`src/hdl/cgtp_consts.svh`:
```
`ifndef CGTP_CONSTS_SVH
`define CGTP_CONSTS_SVH

// ==========================================================
// register offsets
`define CGTP_OFS_CHAN_D 8'h31
`define CGTP_OFS_CHAN_C 8'h37
`define CGTP_OFS_CORR 8'h3D
`define CGTP_OFS_CUST_HI 8'h3F
`define CGTP_OFS_CUST_LO 8'h40
`define CGTP_OFS_DIG_EN 8'h42
`define CGTP_OFS_BURST 8'h44
// ==========================================================
// field positions and reset values
`define CGTP_CORR_BIT 5
`define CGTP_DIG_EN_BIT 3
`define CGTP_BURST_BIT 7
`define CGTP_REG_RST 8'h00
// ==========================================================
// pattern words and timing
`define CGTP_TOG11_A 14'h0555
`define CGTP_TOG11_B 14'h02AA
`define CGTP_TOG14_A 14'h1555
`define CGTP_TOG14_B 14'h2AAA
`define CGTP_RAMP11_DIV 3'h7
`define CGTP_MID14 14'h2000
`define CGTP_CORR_STEP 14'h0008
`define CGTP_GAIN_UNITY 12'h400
`endif

```
`src/hdl/cgtp_pkg.sv`:
```
package cgtp_pkg;
  typedef enum logic [2:0] {
    CGTP_PAT_NORMAL = 3'b000,
    CGTP_PAT_ZEROS = 3'b001,
    CGTP_PAT_ONES = 3'b010,
    CGTP_PAT_TOGGLE = 3'b011,
    CGTP_PAT_RAMP = 3'b100,
    CGTP_PAT_CUSTOM = 3'b101,
    CGTP_PAT_RSVD6 = 3'b110,
    CGTP_PAT_RSVD7 = 3'b111
  } cgtp_pat_e;

  // one channel's control register, bit 7 down to bit 0
  typedef struct packed {
    logic [3:0] fine_gain_code;
    logic gain_skip;
    cgtp_pat_e pattern_select;
  } cgtp_chan_cfg_s;

  typedef logic [13:0] cgtp_word_t;
endpackage : cgtp_pkg

```
`src/hdl/cgtp_chan_post.sv`:
```
`include "cgtp_consts.svh"
`timescale 1ns/1ps
`default_nettype none
module cgtp_chan_post
  import cgtp_pkg::*;
#(
  parameter int NCH = 2,
  parameter int DW = 14
) (
  // clock and reset
  input wire logic clk_sys,
  input wire logic sys_rst,
  // register port
  input wire logic [7:0] reg_addr,
  input wire logic [7:0] reg_wdata,
  input wire logic reg_wr,
  input wire logic reg_rd,
  output logic [7:0] reg_rdata,
  // converted samples, offset binary, index 0 is channel C, 1 is D
  input wire logic [NCH-1:0][DW-1:0] samp_in,
  // processed output stream
  output logic [NCH-1:0][DW-1:0] samp_out
);
  // ==========================================================
  // configuration registers
  cgtp_chan_cfg_s cfg_ff [NCH];
  logic corr_sel_ff;
  logic dig_en_ff;
  logic burst_ff;
  logic [5:0] cust_hi_ff;
  logic [7:0] cust_lo_ff;
  logic [7:0] reg_rdata_ff;
  logic [7:0] nxt_rdata;
  logic [DW-1:0] cust_word;

  // the 14-bit word is split over two registers, shared by all lanes
  assign cust_word = {cust_hi_ff, cust_lo_ff};

  always_ff @(posedge clk_sys or posedge sys_rst) begin
    if (sys_rst) begin
      corr_sel_ff <= 1'b0;
      dig_en_ff <= 1'b0;
      burst_ff <= 1'b0;
      cust_hi_ff <= 6'h00;
      cust_lo_ff <= 8'h00;
    end else if (reg_wr) begin
      case (reg_addr)
        `CGTP_OFS_CORR: begin
          corr_sel_ff <= reg_wdata[`CGTP_CORR_BIT];
        end
        `CGTP_OFS_DIG_EN: begin
          dig_en_ff <= reg_wdata[`CGTP_DIG_EN_BIT];
        end
        `CGTP_OFS_BURST: begin
          burst_ff <= reg_wdata[`CGTP_BURST_BIT];
        end
        `CGTP_OFS_CUST_HI: begin
          cust_hi_ff <= reg_wdata[5:0];
        end
        `CGTP_OFS_CUST_LO: begin
          cust_lo_ff <= reg_wdata;
        end
        default: begin
        end
      endcase
    end
  end

  // ==========================================================
  // read-back, data stand in the cycle after the strobe only
  always_comb begin
    nxt_rdata = 8'h00;
    case (reg_addr)
      `CGTP_OFS_CHAN_C: nxt_rdata = cfg_ff[0];
      `CGTP_OFS_CHAN_D: nxt_rdata = cfg_ff[NCH-1];
      `CGTP_OFS_CORR: nxt_rdata = {2'h0, corr_sel_ff, 5'h00};
      `CGTP_OFS_DIG_EN: nxt_rdata = {4'h0, dig_en_ff, 3'h0};
      `CGTP_OFS_BURST: nxt_rdata = {burst_ff, 7'h00};
      `CGTP_OFS_CUST_HI: nxt_rdata = {2'h0, cust_hi_ff};
      `CGTP_OFS_CUST_LO: nxt_rdata = cust_lo_ff;
      default: nxt_rdata = 8'h00;
    endcase
  end

  always_ff @(posedge clk_sys or posedge sys_rst) begin
    if (sys_rst) begin
      reg_rdata_ff <= 8'h00;
    end else begin
      reg_rdata_ff <= reg_rd ? nxt_rdata : 8'h00;
    end
  end

  assign reg_rdata = reg_rdata_ff;

  // ==========================================================
  // gain multiplier, 10 fractional bits, 10^(code/40)
  function automatic logic [11:0] gain_mult(input logic [3:0] code);
    logic [11:0] m;
    m = `CGTP_GAIN_UNITY;
    case (code)
      4'h0: m = 12'h400;
      4'h1: m = 12'h43D;
      4'h2: m = 12'h47D;
      4'h3: m = 12'h4C1;
      4'h4: m = 12'h509;
      4'h5: m = 12'h555;
      4'h6: m = 12'h5A6;
      4'h7: m = 12'h5FC;
      4'h8: m = 12'h657;
      4'h9: m = 12'h6B7;
      4'hA: m = 12'h71D;
      4'hB: m = 12'h789;
      // codes above 6 dB are not defined; hold at 6 dB
      default: m = 12'h7FB;
    endcase
    return m;
  endfunction

  // ==========================================================
  // per-channel datapath, each lane reads only its own fields
  genvar ch;
  generate
    for (ch = 0; ch < NCH; ch++) begin : g_ch
      localparam logic [7:0] OFS = (ch == 0) ? `CGTP_OFS_CHAN_C
                                             : `CGTP_OFS_CHAN_D;
      logic tog_ff;
      logic [2:0] div_ff;
      logic [DW-1:0] ramp_ff;
      logic [DW-1:0] out_ff;
      logic [DW-1:0] nxt_out;
      logic [DW-1:0] gained;
      logic [DW-1:0] corr;
      logic signed [DW:0] centred;
      logic signed [DW+13:0] prod;
      logic signed [DW+3:0] scaled;
      logic apply_gain;

      always_ff @(posedge clk_sys or posedge sys_rst) begin
        if (sys_rst) begin
          cfg_ff[ch] <= `CGTP_REG_RST;
        end else if (reg_wr && reg_addr == OFS) begin
          cfg_ff[ch] <= reg_wdata;
        end
      end

      // toggle phase advances each sample while the pattern is chosen
      always_ff @(posedge clk_sys or posedge sys_rst) begin
        if (sys_rst) begin
          tog_ff <= 1'b0;
        end else if (cfg_ff[ch].pattern_select == CGTP_PAT_TOGGLE) begin
          tog_ff <= ~tog_ff;
        end else begin
          tog_ff <= 1'b0;
        end
      end

      // ramp restarts at zero each time the pattern is selected
      always_ff @(posedge clk_sys or posedge sys_rst) begin
        if (sys_rst) begin
          ramp_ff <= '0;
          div_ff <= 3'h0;
        end else if (cfg_ff[ch].pattern_select != CGTP_PAT_RAMP) begin
          ramp_ff <= '0;
          div_ff <= 3'h0;
        end else if (burst_ff) begin
          ramp_ff <= ramp_ff + 14'h0001;
          div_ff <= 3'h0;
        end else begin
          div_ff <= div_ff + 3'h1;
          if (div_ff == `CGTP_RAMP11_DIV) begin
            // 11 bits wrap from 2047 back to 0
            ramp_ff <= {3'h0, 11'(ramp_ff[10:0] + 11'h001)};
          end
        end
      end

      // gain acts only with the global enable and bypass clear
      assign apply_gain = dig_en_ff && !cfg_ff[ch].gain_skip;
      assign centred = $signed({1'b0, samp_in[ch]})
                     - $signed({1'b0, `CGTP_MID14});
      assign prod = centred * $signed({1'b0, gain_mult(
                      cfg_ff[ch].fine_gain_code)});
      assign scaled = prod[DW+13:10];

      always_comb begin
        gained = samp_in[ch];
        if (apply_gain) begin
          if (scaled > $signed(18'sd8191)) begin
            gained = 14'h3FFF;
          end else if (scaled < -$signed(18'sd8192)) begin
            gained = 14'h0000;
          end else begin
            gained = 14'(scaled) ^ `CGTP_MID14;
          end
        end
      end

      // mid-scale shift of one 11-bit LSB, clamped at zero
      always_comb begin
        corr = gained;
        if (dig_en_ff && corr_sel_ff && !burst_ff) begin
          corr = (gained < `CGTP_CORR_STEP) ? 14'h0000
               : 14'(gained - `CGTP_CORR_STEP);
        end
      end

      always_comb begin
        nxt_out = '0;
        case (cfg_ff[ch].pattern_select)
          CGTP_PAT_NORMAL: begin
            nxt_out = burst_ff ? corr : {3'h0, corr[13:3]};
          end
          CGTP_PAT_ZEROS: nxt_out = 14'h0000;
          CGTP_PAT_ONES: nxt_out = burst_ff ? 14'h3FFF : 14'h07FF;
          CGTP_PAT_TOGGLE: begin
            if (burst_ff) begin
              nxt_out = tog_ff ? `CGTP_TOG14_B : `CGTP_TOG14_A;
            end else begin
              nxt_out = tog_ff ? `CGTP_TOG11_B : `CGTP_TOG11_A;
            end
          end
          CGTP_PAT_RAMP: nxt_out = ramp_ff;
          CGTP_PAT_CUSTOM: begin
            nxt_out = burst_ff ? cust_word
                               : {3'h0, cust_word[13:3]};
          end
          // unused codes: output held at zero
          default: nxt_out = 14'h0000;
        endcase
      end

      always_ff @(posedge clk_sys or posedge sys_rst) begin
        if (sys_rst) begin
          out_ff <= '0;
        end else begin
          out_ff <= nxt_out;
        end
      end

      assign samp_out[ch] = out_ff;
    end
  endgenerate
endmodule : cgtp_chan_post
`default_nettype wire

```
`config.mk`:
```
export PLATFORM = sky130hd
export DESIGN_NAME = cgtp_chan_post
export DESIGN_NICKNAME = d
export VERILOG_FILES = /design/src/hdl/cgtp_pkg.sv /design/src/hdl/cgtp_chan_post.sv
export VERILOG_INCLUDE_DIRS = /design/src /design/src/hdl
export SDC_FILE = /design/constraint.sdc
export NUM_CORES = 1
export LEC_CHECK = 0
export BUFFER_PORTS_ARGS = -buffer_cell sky130_fd_sc_hd__buf_2
export CORE_MARGIN = 8
export CORE_UTILIZATION = 43
export CTS_CLUSTER_SIZE = 16
export DETAILED_ROUTE_END_ITERATION = 6
export PLACE_DENSITY = 0.59
export REMOVE_ABC_BUFFERS = 1
export SLEW_MARGIN = 10
export SYNTH_ARGS = -nofsm -noshare
export SYNTH_HDL_FRONTEND = slang
export SYNTH_SLANG_ARGS = --single-unit
```
`constraint.sdc`:
```
create_clock -name clk_sys -period 25.4 [get_ports clk_sys]
set_clock_uncertainty 0.2 [all_clocks]
set_input_delay 5.08 -clock clk_sys [delete_from_list [all_inputs] [get_ports clk_sys]]
set_output_delay 5.08 -clock clk_sys [all_outputs]
set_load 0.02 [all_outputs]
```
Word level (Yosys, flattened, before mapping)
Memory sizes are Yosys's and may differ from the RTL's.
Cells that the tools add are included.
{ "classes": {"addsub": 10, "mul": 2, "magnitude_cmp": 6, "n_eq_ne": 19, "muxes": 36, "bitwise": 4, "n_reduce_logical": 18} }
{ "ops": {"columns": ["op", "n"], "rows": [
  ["$mux W14", 24],
  ["$pmux W14 S5", 2],
  ["$mul A15 B13 Y28", 2],
  ["$pmux W8 S7", 1],
  ["$gt A18 B14 Y1 const B", 2],
  ["$lt A18 B14 Y1 const B", 2],
  ["$eq A8 B6 Y1 const B", 4],
  ["$sub A14 B14 Y15 const B", 2],
  ["$add A14 B1 Y14 const B", 2],
  ["$lt A14 B4 Y1 const B", 2],
  ["$sub A14 B4 Y14 const B", 2],
  ["$eq A8 B7 Y1 const B", 3],
  ["$add A11 B1 Y11 const B", 2],
  ["$mux W11", 2],
  ["$eq A3 B3 Y1 const B", 6],
  ["$eq A3 B2 Y1 const B", 4],
  ["$mux W3", 4],
  ["$reduce_and A2 Y1", 5],
  ["$mux W8", 1],
  ["$add A3 B1 Y3 const B", 2],
  ["$logic_and A1 B1 Y1", 6],
  ["$logic_not A3 Y1", 2],
  ["$ne A3 B3 Y1 const B", 2],
  ["$reduce_bool A3 Y1", 2],
  ["other kinds (3)", 9]
]} }
{ "totals": {"ff_bits": 105, "romBits": 320, "inputBits": 48, "out_inout_bits": 36, "mem_count": 2} }
{ "memory_table": {"columns": ["name", "depth", "word_bits", "rd", "rd_clocked_by_memory_dff", "wr", "line_no", "rtl"], "rows": [
  ["(name not given)", 16, 10, 1, 0, 0, "cgtp_chan_post.sv:100", "case (code)"],
  ["(name not given)", 16, 10, 1, 0, 0, "cgtp_chan_post.sv:100", null]
]} }

Longest topological paths before layout
Gate-level depths: netlist of the first run.
{ "depth": {"word_depth": 11, "depth_mapped": 38, "depth_no_buf": 35} }

Worst setup path after synthesis of the first run
No wires, ideal clock.
{ "synth_timing": {"path_type": "in2reg", "start": "input samp_in[13] in the netlist's numbering", "end": "register g_ch[0].out_ff[11]", "setup_time_ns": 0.142, "t_arrival_ns": 11.778, "required_ns": 25.058, "setup_slack_ns": 13.280, "stages": 29, "cell_sequence": "nor3_1 inv_1 fa_1 fa_1 inv_1 fa_1 fa_1 inv_1 fa_1 inv_1 ha_1 clkbuf_1 nand4_1 or3_1 o211ai_1 a21oi_1 xnor2_1 a31oi_2 clkbuf_1 nor2b_1 o22ai_1 ha_1 nand2_1 inv_1 o211ai_1 a211oi_1 nor2b_1 xnor2_1 o221ai_1"} }
{ "synth_via": {"elab_chain_len": 11} }
{ "synth_rtl": {"columns": ["element", "line_no", "rtl"], "rows": [
  ["from (decl)", "cgtp_chan_post.sv:20", "input wire logic [NCH-1:0][DW-1:0] samp_in,"],
  ["$sub A14 B14 Y15", "cgtp_chan_post.sv:179", "assign centred = $signed({1'b0, samp_in[ch]})"],
  ["$mul A15 B13 Y28", "cgtp_chan_post.sv:181", "assign prod = centred * $signed({1'b0, gain_mult("],
  ["$lt A18 B14 Y1 / $not A1 Y1 (equally long branches)", null, null],
  ["$mux W14", "cgtp_chan_post.sv:190", "end else if (scaled < -$signed(18'sd8192)) begin"],
  ["$mux W14", "cgtp_chan_post.sv:188", "if (scaled > $signed(18'sd8191)) begin"],
  ["$mux W14 (*)", "cgtp_chan_post.sv:187", "if (apply_gain) begin"],
  ["$sub A14 B4 Y14 (no line) / $lt A14 B4 Y1 (equally long branches)", null, null],
  ["$mux W14", "cgtp_chan_post.sv:202", "corr = (gained < `CGTP_CORR_STEP) ? 14'h0000"],
  ["$mux W14 (*)", "cgtp_chan_post.sv:201", "if (dig_en_ff && corr_sel_ff && !burst_ff) begin"],
  ["$mux W14 (*)", "cgtp_chan_post.sv:211", "nxt_out = burst_ff ? corr : {3'h0, corr[13:3]};"],
  ["$pmux W14 S5 (*)", "cgtp_chan_post.sv:209", "case (cfg_ff[ch].pattern_select)"],
  ["net g_ch[0].nxt_out[11]", "cgtp_chan_post.sv:130", "logic [DW-1:0] nxt_out;"],
  ["to (signal assigned)", "cgtp_chan_post.sv:236", "out_ff <= nxt_out;"],
  ["to (decl)", "cgtp_chan_post.sv:129", "logic [DW-1:0] out_ff;"]
]} }
The timed path passes the listed nets; every way through them passes the cells marked *.
A chain may end at the register's enable or synchronous reset.

Final worst setup path of the first run
Ends and elaborated chain as after synthesis.

==> impl_metrics.prom, run 1 <==
# TYPE chip_impl_metric gauge
chip_impl_info{name="status",value="complete, no violations"} 1
chip_impl_metric{name="die_x",unit="µm"} 228
chip_impl_metric{name="wire_length_of_the_first_global_routing_pass",unit="mm"} 89.3
chip_impl_metric{name="critical_path_arrival",unit="ps"} 12980
chip_impl_info{name="path_common_cell",value="fa_1"} 1
chip_impl_metric{name="route.detailed.drc",unit=""} 0
chip_impl_metric{name="detailedRoute.firstPassIterationCount",unit=""} 6
chip_impl_metric{name="ys_warn_count",unit=""} 0
chip_impl_metric{name="antenna_found_initial",unit=""} 2
chip_impl_metric{name="postRouteAntennaNets",unit=""} 0
chip_impl_info{name="holdCritPathClass",value="reg -> reg"} 1
chip_impl_metric{name="area_overhead_vs_synth",unit="%"} 6.24
chip_impl_metric{name="crit_required",unit="ps"} 25420
chip_impl_metric{name="slew_headroom",unit=""} 0.217
chip_impl_info{name="crit_path_end_kind",value="register"} 1
chip_impl_metric{name="placed_cells",unit=""} 2892
chip_impl_metric{name="num-nets-final",unit=""} 2767
chip_impl_metric{name="syn_inst",unit=""} 2293
chip_impl_metric{name="ys_seq_elements",unit=""} 105
chip_impl_metric{name="via_count_of_the_first_global_routing_pass",unit=""} 16879
chip_impl_metric{name="cts.repair_timing.setup_buffer_count",unit=""} 0
chip_impl_metric{name="number_of_distinct_library_cells_after_synthesis",unit=""} 94
chip_impl_metric{name="synthesis.area",unit="µm²"} 19400
chip_impl_metric{name="globalRouteOverflowTotal",unit=""} 0
chip_impl_metric{name="tritoncts_sinks",unit=""} 105
chip_impl_metric{name="count_of_flip_flops_with_a_built_in_enable_after_synthesis",unit=""} 0
chip_impl_metric{name="cts_repair_resize_count",unit=""} 0
chip_impl_info{name="grt_setup_unrepaired",value="no"} 1
chip_impl_metric{name="floorplan.die_area",unit="µm²"} 52200
chip_impl_metric{name="placement.setup.worst_slack",unit="ps"} 12110
chip_impl_metric{name="final_area",unit="µm²"} 20600
chip_impl_metric{name="initial_utilization",unit=""} 0.431
chip_impl_metric{name="route.vias.total",unit=""} 15886
chip_impl_metric{name="totalNegativeSetupSlack",unit="ps"} 0
chip_impl_metric{name="worstPathBufferInverterCount",unit=""} 6
chip_impl_metric{name="synthSimpleGateAreaFrac",unit=""} 0.166
chip_impl_metric{name="final.setup.worst_slack",unit="ps"} 12440
chip_impl_metric{name="clk-insertion-delay-late",unit="ps"} 360
chip_impl_info{name="root_buffer",value="clkbuf_16"} 1
chip_impl_info{name="main_combinational_cell_family_by_area_after_synthesis",value="adder cells"} 1
chip_impl_info{name="timing.critical_path.from_type",value="input pin"} 1
chip_impl_metric{name="grt_start_max_net_pins",unit=""} 56
chip_impl_metric{name="share_of_flip_flops_with_an_asynchronous_set_or_reset_after_synthesis",unit=""} 1.00
chip_impl_info{name="synth_flop_cell",value="dfrtp_1"} 1
chip_impl_metric{name="worst_ir_drop_vdd",unit="mV"} 0.0530
chip_impl_metric{name="die_height",unit="µm"} 228
chip_impl_metric{name="core_area",unit="µm²"} 45000
chip_impl_metric{name="first_iter_violations",unit=""} 1164
chip_impl_metric{name="clkSlewWorstSetupHoldPaths",unit="ps"} 80
chip_impl_info{name="critical-path-slowest-cell",value="a31oi_2"} 1
chip_impl_metric{name="achievable-frequency",unit="MHz"} 77.1
chip_impl_metric{name="final_hold_viol_count",unit=""} 0
chip_impl_info{name="worst_path_dominant_cell_family",value="adder cells"} 1
chip_impl_metric{name="post_synth.cell_area_avg",unit="µm²"} 8.46
chip_impl_metric{name="synth-adder-area-share",unit=""} 0.379
chip_impl_metric{name="place.gp.congestion",unit=""} 0.919
chip_impl_metric{name="num_antenna_cells",unit=""} 0
chip_impl_metric{name="share_of_the_synthesized_area_in_compound_gates_ao_oa_aoi_oai",unit=""} 0.150
chip_impl_metric{name="yosys.area_share.xor_xnor",unit=""} 0.0288
chip_impl_metric{name="cts_max_level",unit=""} 3
chip_impl_metric{name="max_slew.worst_pin.slew",unit="ps"} 1170
chip_impl_metric{name="period_minus_slack",unit="ps"} 12960
chip_impl_metric{name="std_cell_rows",unit=""} 78
chip_impl_metric{name="clk_path_buf_depth",unit=""} 2
chip_impl_metric{name="placedInstanceArea",unit="µm²"} 20300
chip_impl_metric{name="detail_route.vias_per_cell",unit=""} 5.46
chip_impl_metric{name="io_buffers",unit=""} 83
chip_impl_metric{name="final-instance-count-excl-fill",unit=""} 2908
chip_impl_metric{name="final_setup_vio_count",unit=""} 0
chip_impl_metric{name="final_period_utilization",unit=""} 0.510
chip_impl_metric{name="numCtsBuffers",unit=""} 9
chip_impl_metric{name="leakage",unit="nW"} 10.1
chip_impl_metric{name="post_drt_wl_per_cell",unit="µm"} 18.3
chip_impl_metric{name="muxShareOfSynthArea",unit=""} 0.0335
chip_impl_metric{name="worstPathMaxFanout",unit=""} 17
chip_impl_metric{name="layout_utilization",unit=""} 0.458
chip_impl_metric{name="synth_sequential_area_ratio",unit=""} 0.135
chip_impl_metric{name="ios",unit=""} 84
chip_impl_metric{name="ctsHoldBuffers",unit=""} 0
chip_impl_metric{name="route.final.wire_length",unit="mm"} 53.3
chip_impl_metric{name="timing.max_cap.violations",unit=""} 0
chip_impl_info{name="timing_worst_setup_path_type",value="in -> reg"} 1
chip_impl_metric{name="slowest_delay",unit="ps"} 730
chip_impl_metric{name="dp_hpwl",unit="mm"} 42.7
chip_impl_info{name="tritoncts",value="yes"} 1
chip_impl_metric{name="all_layer_global_routing_usage",unit=""} 0.207
chip_impl_metric{name="share_of_post_route_cells_with_drive_strength_above_1",unit=""} 0.0815
chip_impl_metric{name="finalMaxSlewViolations",unit=""} 0
chip_impl_metric{name="power_density",unit="nW/µm²"} 93.8
==> worst reg2reg max path, delay by kind of cell, from the launching register on <==
kind / cells / cell delay [ps]
xor+xnor: 1 / 180
buf+inv: 6 / 790
fa+ha+maj: 8 / 3700
simple gates: 11 / 1810
flops: 1 / 620
compound gates: 8 / 2200
==> power by group <==
part | switching (mW) | leakage, nW | internal [mW] | total (mW)
clock network | 0.0725 | 0.149 | 0.0708 | 0.143
logic | 1.03 | 8.50 | 0.574 | 1.60
registers | 0.00931 | 1.41 | 0.179 | 0.188
==> final cells by class <==
cell class / count / area, µm²
Clock buffer: 9 / 225
Clock inverter: 7 / 76.3
Fill cell: 4508 / 24400
Inverter: 450 / 1690
Multi-Input combinational cell: 1637 / 14700
Sequential cell: 105 / 2630
Tap cell: 600 / 751
Timing Repair Buffer: 100 / 543
==> cell families after synthesis <==
family	count (synthesis)
and+or+nand+nor	677
buffers and inverters	551
AOI/OAI and AO/OA	421
adders and majority gates	416
DFF	105
xor gates and xnor gates	63
muxes	60
==> cell usage after synthesis (15+ instances only) <==
cell      number  area (µm²)
mux2i_1       23         230
nand3_1       24         120
inv_1        447        1680
ha_1         130        1630
nor2b_1       27         169
dfrtp_1      105        2630
and2_1        82         513
nand4_1       18         113
mux2_2        36         405
nand2b_1      23         144
or3_1         19         119
nand2_1      276        1040
and3_1        23         144
xor2_1        32         280
fa_1         286        5730
o221ai_1      15         131
o21a_1        17         128
nor2_1       119         447
clkbuf_1      90         338
a21oi_1      123         616
o21ai_0       84         420
nor3_1        32         160
a21o_1        19         143
xnor2_1       30         263
==> metal layers <==
metal	global-route usage	share of wire	up-vias
li1	-	-	7444
met1	0.276	0.44	7901
met2	0.355	0.48	439
met3	0.0228	0.049	102
met4	0.0533	0.026	0
met5	0	0	-
==> cells in the final DEF (no fill, tap or decap), types with 23 or more instances in the layout <==
cell type / count
xor2_1: 32
xnor2_1: 30
inv_1: 446
ha_1: 130
buf_2: 83
dfrtp_1: 105
mux2i_1: 23
a21oi_1: 123
and2_1: 82
nor2b_1: 27
nand2_1: 276
fa_1: 286
o21ai_0: 84
nor2_1: 119
nand3_1: 24
nor3_1: 32
and3_1: 23
mux2_2: 36
nand2b_1: 23
==> metrics by stage <==
stage | total power [mW] | hold slack [ps]
2_1_floorplan | 1.39 | 215
3_3_place_gp | 1.77 | 229
3_5_place_dp | 1.78 | 238
4_1_cts | 1.94 | 248
5_1_grt | 2.15 | 267
6_report | 1.93 | 243
==> sequential cells by signal (all words and copies together), names as in the netlist <==
signal        flops
g_ch.out_ff      28
g_ch.ramp_ff     28
cfg_ff           16
cust_lo_ff        8
reg_rdata         8
cust_hi_ff        6
g_ch.div_ff       6
g_ch.tog_ff       2
burst_ff          1
corr_sel_ff       1
dig_en_ff         1
==> path summary, 6_finish.rpt <==
check,from,to,slack [ps],depth (start not counted)
setup reg to reg,cfg_ff[13]$_DFFE_PP0P_,g_ch[0].out_ff[11]$_DFF_PP0_,15770,34
hold reg to reg,g_ch[1].div_ff[0]$_DFF_PP0_,g_ch[1].div_ff[0]$_DFF_PP0_,240,1
hold / removal,g_ch[1].div_ff[0]$_DFF_PP0_,g_ch[1].div_ff[0]$_DFF_PP0_,240,1
min in group asynchronous,sys_rst,reg_rdata[1]$_DFF_PP0_,4630,2
max in group asynchronous,sys_rst,g_ch[1].div_ff[0]$_DFF_PP0_,19260,3
setup / recovery,samp_in[13],g_ch[0].out_ff[11]$_DFF_PP0_,12440,29
No activity file was read; power rests on OpenSTA's default activity.
==> run 2: changes to the inputs <==
- PLACE_DENSITY: 0.59 -> 0.61
- clock period: 25.4 -> 11.7 ns (I/O delays scaled with it)
==> impl_metrics.prom, run 2 (same netlist as run 1, synthesis figures left out) <==
# TYPE chip_impl_metric gauge
chip_impl_metric{name="swShare",unit=""} 0.573
chip_impl_metric{name="sequential_power_share",unit=""} 0.097
chip_impl_info{name="status",value="complete, no violations"} 1
chip_impl_metric{name="detail_route.vias_per_cell",unit=""} 5.54
chip_impl_metric{name="power_density",unit="nW/µm²"} 204
chip_impl_metric{name="antenna_found_initial",unit=""} 2
chip_impl_metric{name="place.gp.congestion",unit=""} 0.965
chip_impl_metric{name="clk-insertion-delay-late",unit="ps"} 360
chip_impl_metric{name="clockPowerShare",unit=""} 0.073
chip_impl_metric{name="worstPathMaxFanout",unit=""} 17
chip_impl_metric{name="cts_repair_resize_count",unit=""} 0
chip_impl_metric{name="crit_required",unit="ps"} 11770
chip_impl_metric{name="all_layer_global_routing_usage",unit=""} 0.207
chip_impl_metric{name="route.detailed.drc",unit=""} 0
chip_impl_metric{name="std_cell_rows",unit=""} 78
chip_impl_info{name="root_buffer",value="clkbuf_16"} 1
chip_impl_metric{name="die_height",unit="µm"} 228
chip_impl_metric{name="ios",unit=""} 84
chip_impl_metric{name="combPwrFrac",unit=""} 0.829
chip_impl_metric{name="totalNegativeSetupSlack",unit="ps"} 0
chip_impl_metric{name="postRouteAntennaNets",unit=""} 0
chip_impl_metric{name="timing.max_cap.violations",unit=""} 0
chip_impl_metric{name="intPower",unit="mW"} 1.80
chip_impl_info{name="timing.hold.worst_endpoint",value="g_ch[0].div_ff[0]$_DFF_PP0_"} 1
chip_impl_metric{name="period_minus_slack",unit="ps"} 10120
chip_impl_metric{name="route.final.wire_length",unit="mm"} 53.7
chip_impl_metric{name="worstRegToRegCells",unit=""} 34
chip_impl_info{name="timing.rr.start",value="cfg_ff[13]$_DFFE_PP0P_"} 1
chip_impl_metric{name="slew_headroom",unit=""} 0.247
chip_impl_metric{name="achievable-frequency",unit="MHz"} 98.8
chip_impl_info{name="grt_setup_unrepaired",value="no"} 1
chip_impl_metric{name="ctsHoldBuffers",unit=""} 0
chip_impl_metric{name="final_hold_viol_count",unit=""} 0
chip_impl_metric{name="share_of_post_route_cells_with_drive_strength_above_1",unit=""} 0.0819
chip_impl_metric{name="clkSlewWorstSetupHoldPaths",unit="ps"} 80
chip_impl_metric{name="cts.repair_timing.setup_buffer_count",unit=""} 0
chip_impl_metric{name="core_area",unit="µm²"} 45000
chip_impl_info{name="layout_common_cells",value="446 x inv_1, 286 x fa_1, 276 x nand2_1"} 1
chip_impl_metric{name="finalMaxSlewViolations",unit=""} 0
chip_impl_metric{name="detailedRoute.firstPassIterationCount",unit=""} 6
chip_impl_metric{name="worst_ir_drop_vdd",unit="mV"} 0.143
chip_impl_info{name="crit_path_end_kind",value="register"} 1
chip_impl_info{name="holdCritPathClass",value="reg -> reg"} 1
chip_impl_info{name="reg.largest.list",value="g_ch.out_ff x28, g_ch.ramp_ff x28, cfg_ff x16"} 1
chip_impl_metric{name="reg2reg_slack",unit="ps"} 2180
chip_impl_metric{name="netSwitchingPower",unit="mW"} 2.41
chip_impl_metric{name="num_antenna_cells",unit=""} 0
chip_impl_metric{name="max_slew.worst_pin.slew",unit="ps"} 1130
chip_impl_metric{name="post_drt_wl_per_cell",unit="µm"} 18.5
chip_impl_metric{name="floorplan.die_area",unit="µm²"} 52200
chip_impl_metric{name="wire_length_of_the_first_global_routing_pass",unit="mm"} 89.2
chip_impl_metric{name="hold_path_depth",unit=""} 1
chip_impl_metric{name="dp_hpwl",unit="mm"} 43.2
chip_impl_metric{name="design_power_total",unit="mW"} 4.21
chip_impl_metric{name="numCtsBuffers",unit=""} 9
chip_impl_metric{name="slowest_delay",unit="ps"} 700
chip_impl_info{name="tritoncts",value="yes"} 1
chip_impl_metric{name="worstPathBufferInverterCount",unit=""} 7
chip_impl_metric{name="grt_start_max_net_pins",unit=""} 73
chip_impl_info{name="timing.critical_path.from_type",value="input pin"} 1
chip_impl_info{name="worst_path_dominant_cell_family",value="adder cells"} 1
chip_impl_metric{name="tritoncts_sinks",unit=""} 105
chip_impl_metric{name="area_overhead_vs_synth",unit="%"} 6.27
chip_impl_metric{name="route.vias.total",unit=""} 16102
chip_impl_metric{name="leakage",unit="nW"} 10.1
chip_impl_info{name="critical-path-slowest-cell",value="a31oi_2"} 1
chip_impl_info{name="timing_worst_setup_path_type",value="in -> reg"} 1
chip_impl_metric{name="initial_utilization",unit=""} 0.431
chip_impl_metric{name="cts_max_level",unit=""} 3
chip_impl_info{name="holdCritStartpoint",value="g_ch[0].div_ff[0]$_DFF_PP0_"} 1
chip_impl_metric{name="critical_path_arrival",unit="ps"} 10190
chip_impl_metric{name="io_buffers",unit=""} 83
chip_impl_metric{name="die_x",unit="µm"} 228
chip_impl_metric{name="final_setup_vio_count",unit=""} 0
chip_impl_metric{name="via_count_of_the_first_global_routing_pass",unit=""} 17112
chip_impl_metric{name="final_period_utilization",unit=""} 0.865
chip_impl_info{name="worstReg2RegEnd",value="g_ch[0].out_ff[11]$_DFF_PP0_"} 1
chip_impl_metric{name="num-nets-final",unit=""} 2768
chip_impl_metric{name="first_iter_violations",unit=""} 1462
chip_impl_metric{name="globalRouteOverflowTotal",unit=""} 0
chip_impl_metric{name="clk_path_buf_depth",unit=""} 2
chip_impl_info{name="layout_commonest_cell",value="inv_1"} 1
## run 2: layout make-up
cell class              count  area, µm²
well taps                 600        751
clock inverters             7       76.3
clock buffers               9        225
inverters                 450       1690
fillers                  4416      24400
repair buffers            101        551
multi-input cells        1637      14700
flip-flops and latches    105       2630
## run 2: power groups by stage
stage | logic [mW] | registers, mW | clock network, mW
6_report | 3.49 | 0.410 | 0.308
5_1_grt | 3.95 | 0.414 | 0.327
4_1_cts | 3.48 | 0.410 | 0.318
3_5_place_dp | 3.45 | 0.417 | 0
3_3_place_gp | 3.42 | 0.417 | 0
2_1_floorplan | 2.57 | 0.440 | 0
## run 2: stage by stage
stage	instance area [µm²]	hold slack [ps]	util	std cells	setup WS (ps)
after CTS	20600	250	0.458	2909	1610
after floorplan	19000	215	-	2192	2430
after global routing	20600	261	0.458	2909	962
after detailed placement	20300	238	0.452	2893	1230
after global placement	20300	230	0.452	2893	1480
final	20600	242	0.458	2909	1580
## run 2: how the worst max path moves through the flow
stage                      startpoint                            to  cells past startpoint
after CTS                 samp_in[13]  g_ch[0].out_ff[13]$_DFF_PP0_                     29
final                     samp_in[13]  g_ch[0].out_ff[13]$_DFF_PP0_                     29
after global placement    samp_in[13]  g_ch[0].out_ff[11]$_DFF_PP0_                     29
after detailed placement  samp_in[13]  g_ch[0].out_ff[13]$_DFF_PP0_                     29
after global routing      samp_in[13]  g_ch[0].out_ff[13]$_DFF_PP0_                     29
after floorplan           samp_in[13]  g_ch[0].out_ff[11]$_DFF_PP0_                     28
## run 2: routing by layer
| metal | vias to the layer above | GRT usage | wire (µm) |
|---|---|---|---|
| met3 | 89 | 0.0285 | 3210 |
| met4 | 0 | 0.0551 | 1330 |
| met2 | 543 | 0.355 | 25900 |
| li1 | 7431 | - | - |
| met1 | 8039 | 0.273 | 23200 |
| met5 | - | 0 | 0 |
## run 2: worst reg2reg max path: cells and delay by family, from the launching register on
| kind | cells | cell delay [ps] |
|---|---|---|
| xor gates and xnor gates | 1 | 230 |
| AOI/OAI and AO/OA | 10 | 2620 |
| buffers and inverters | 7 | 610 |
| and+or+nand+nor | 8 | 1900 |
| adders and majority gates | 8 | 3210 |
| DFF | 1 | 620 |
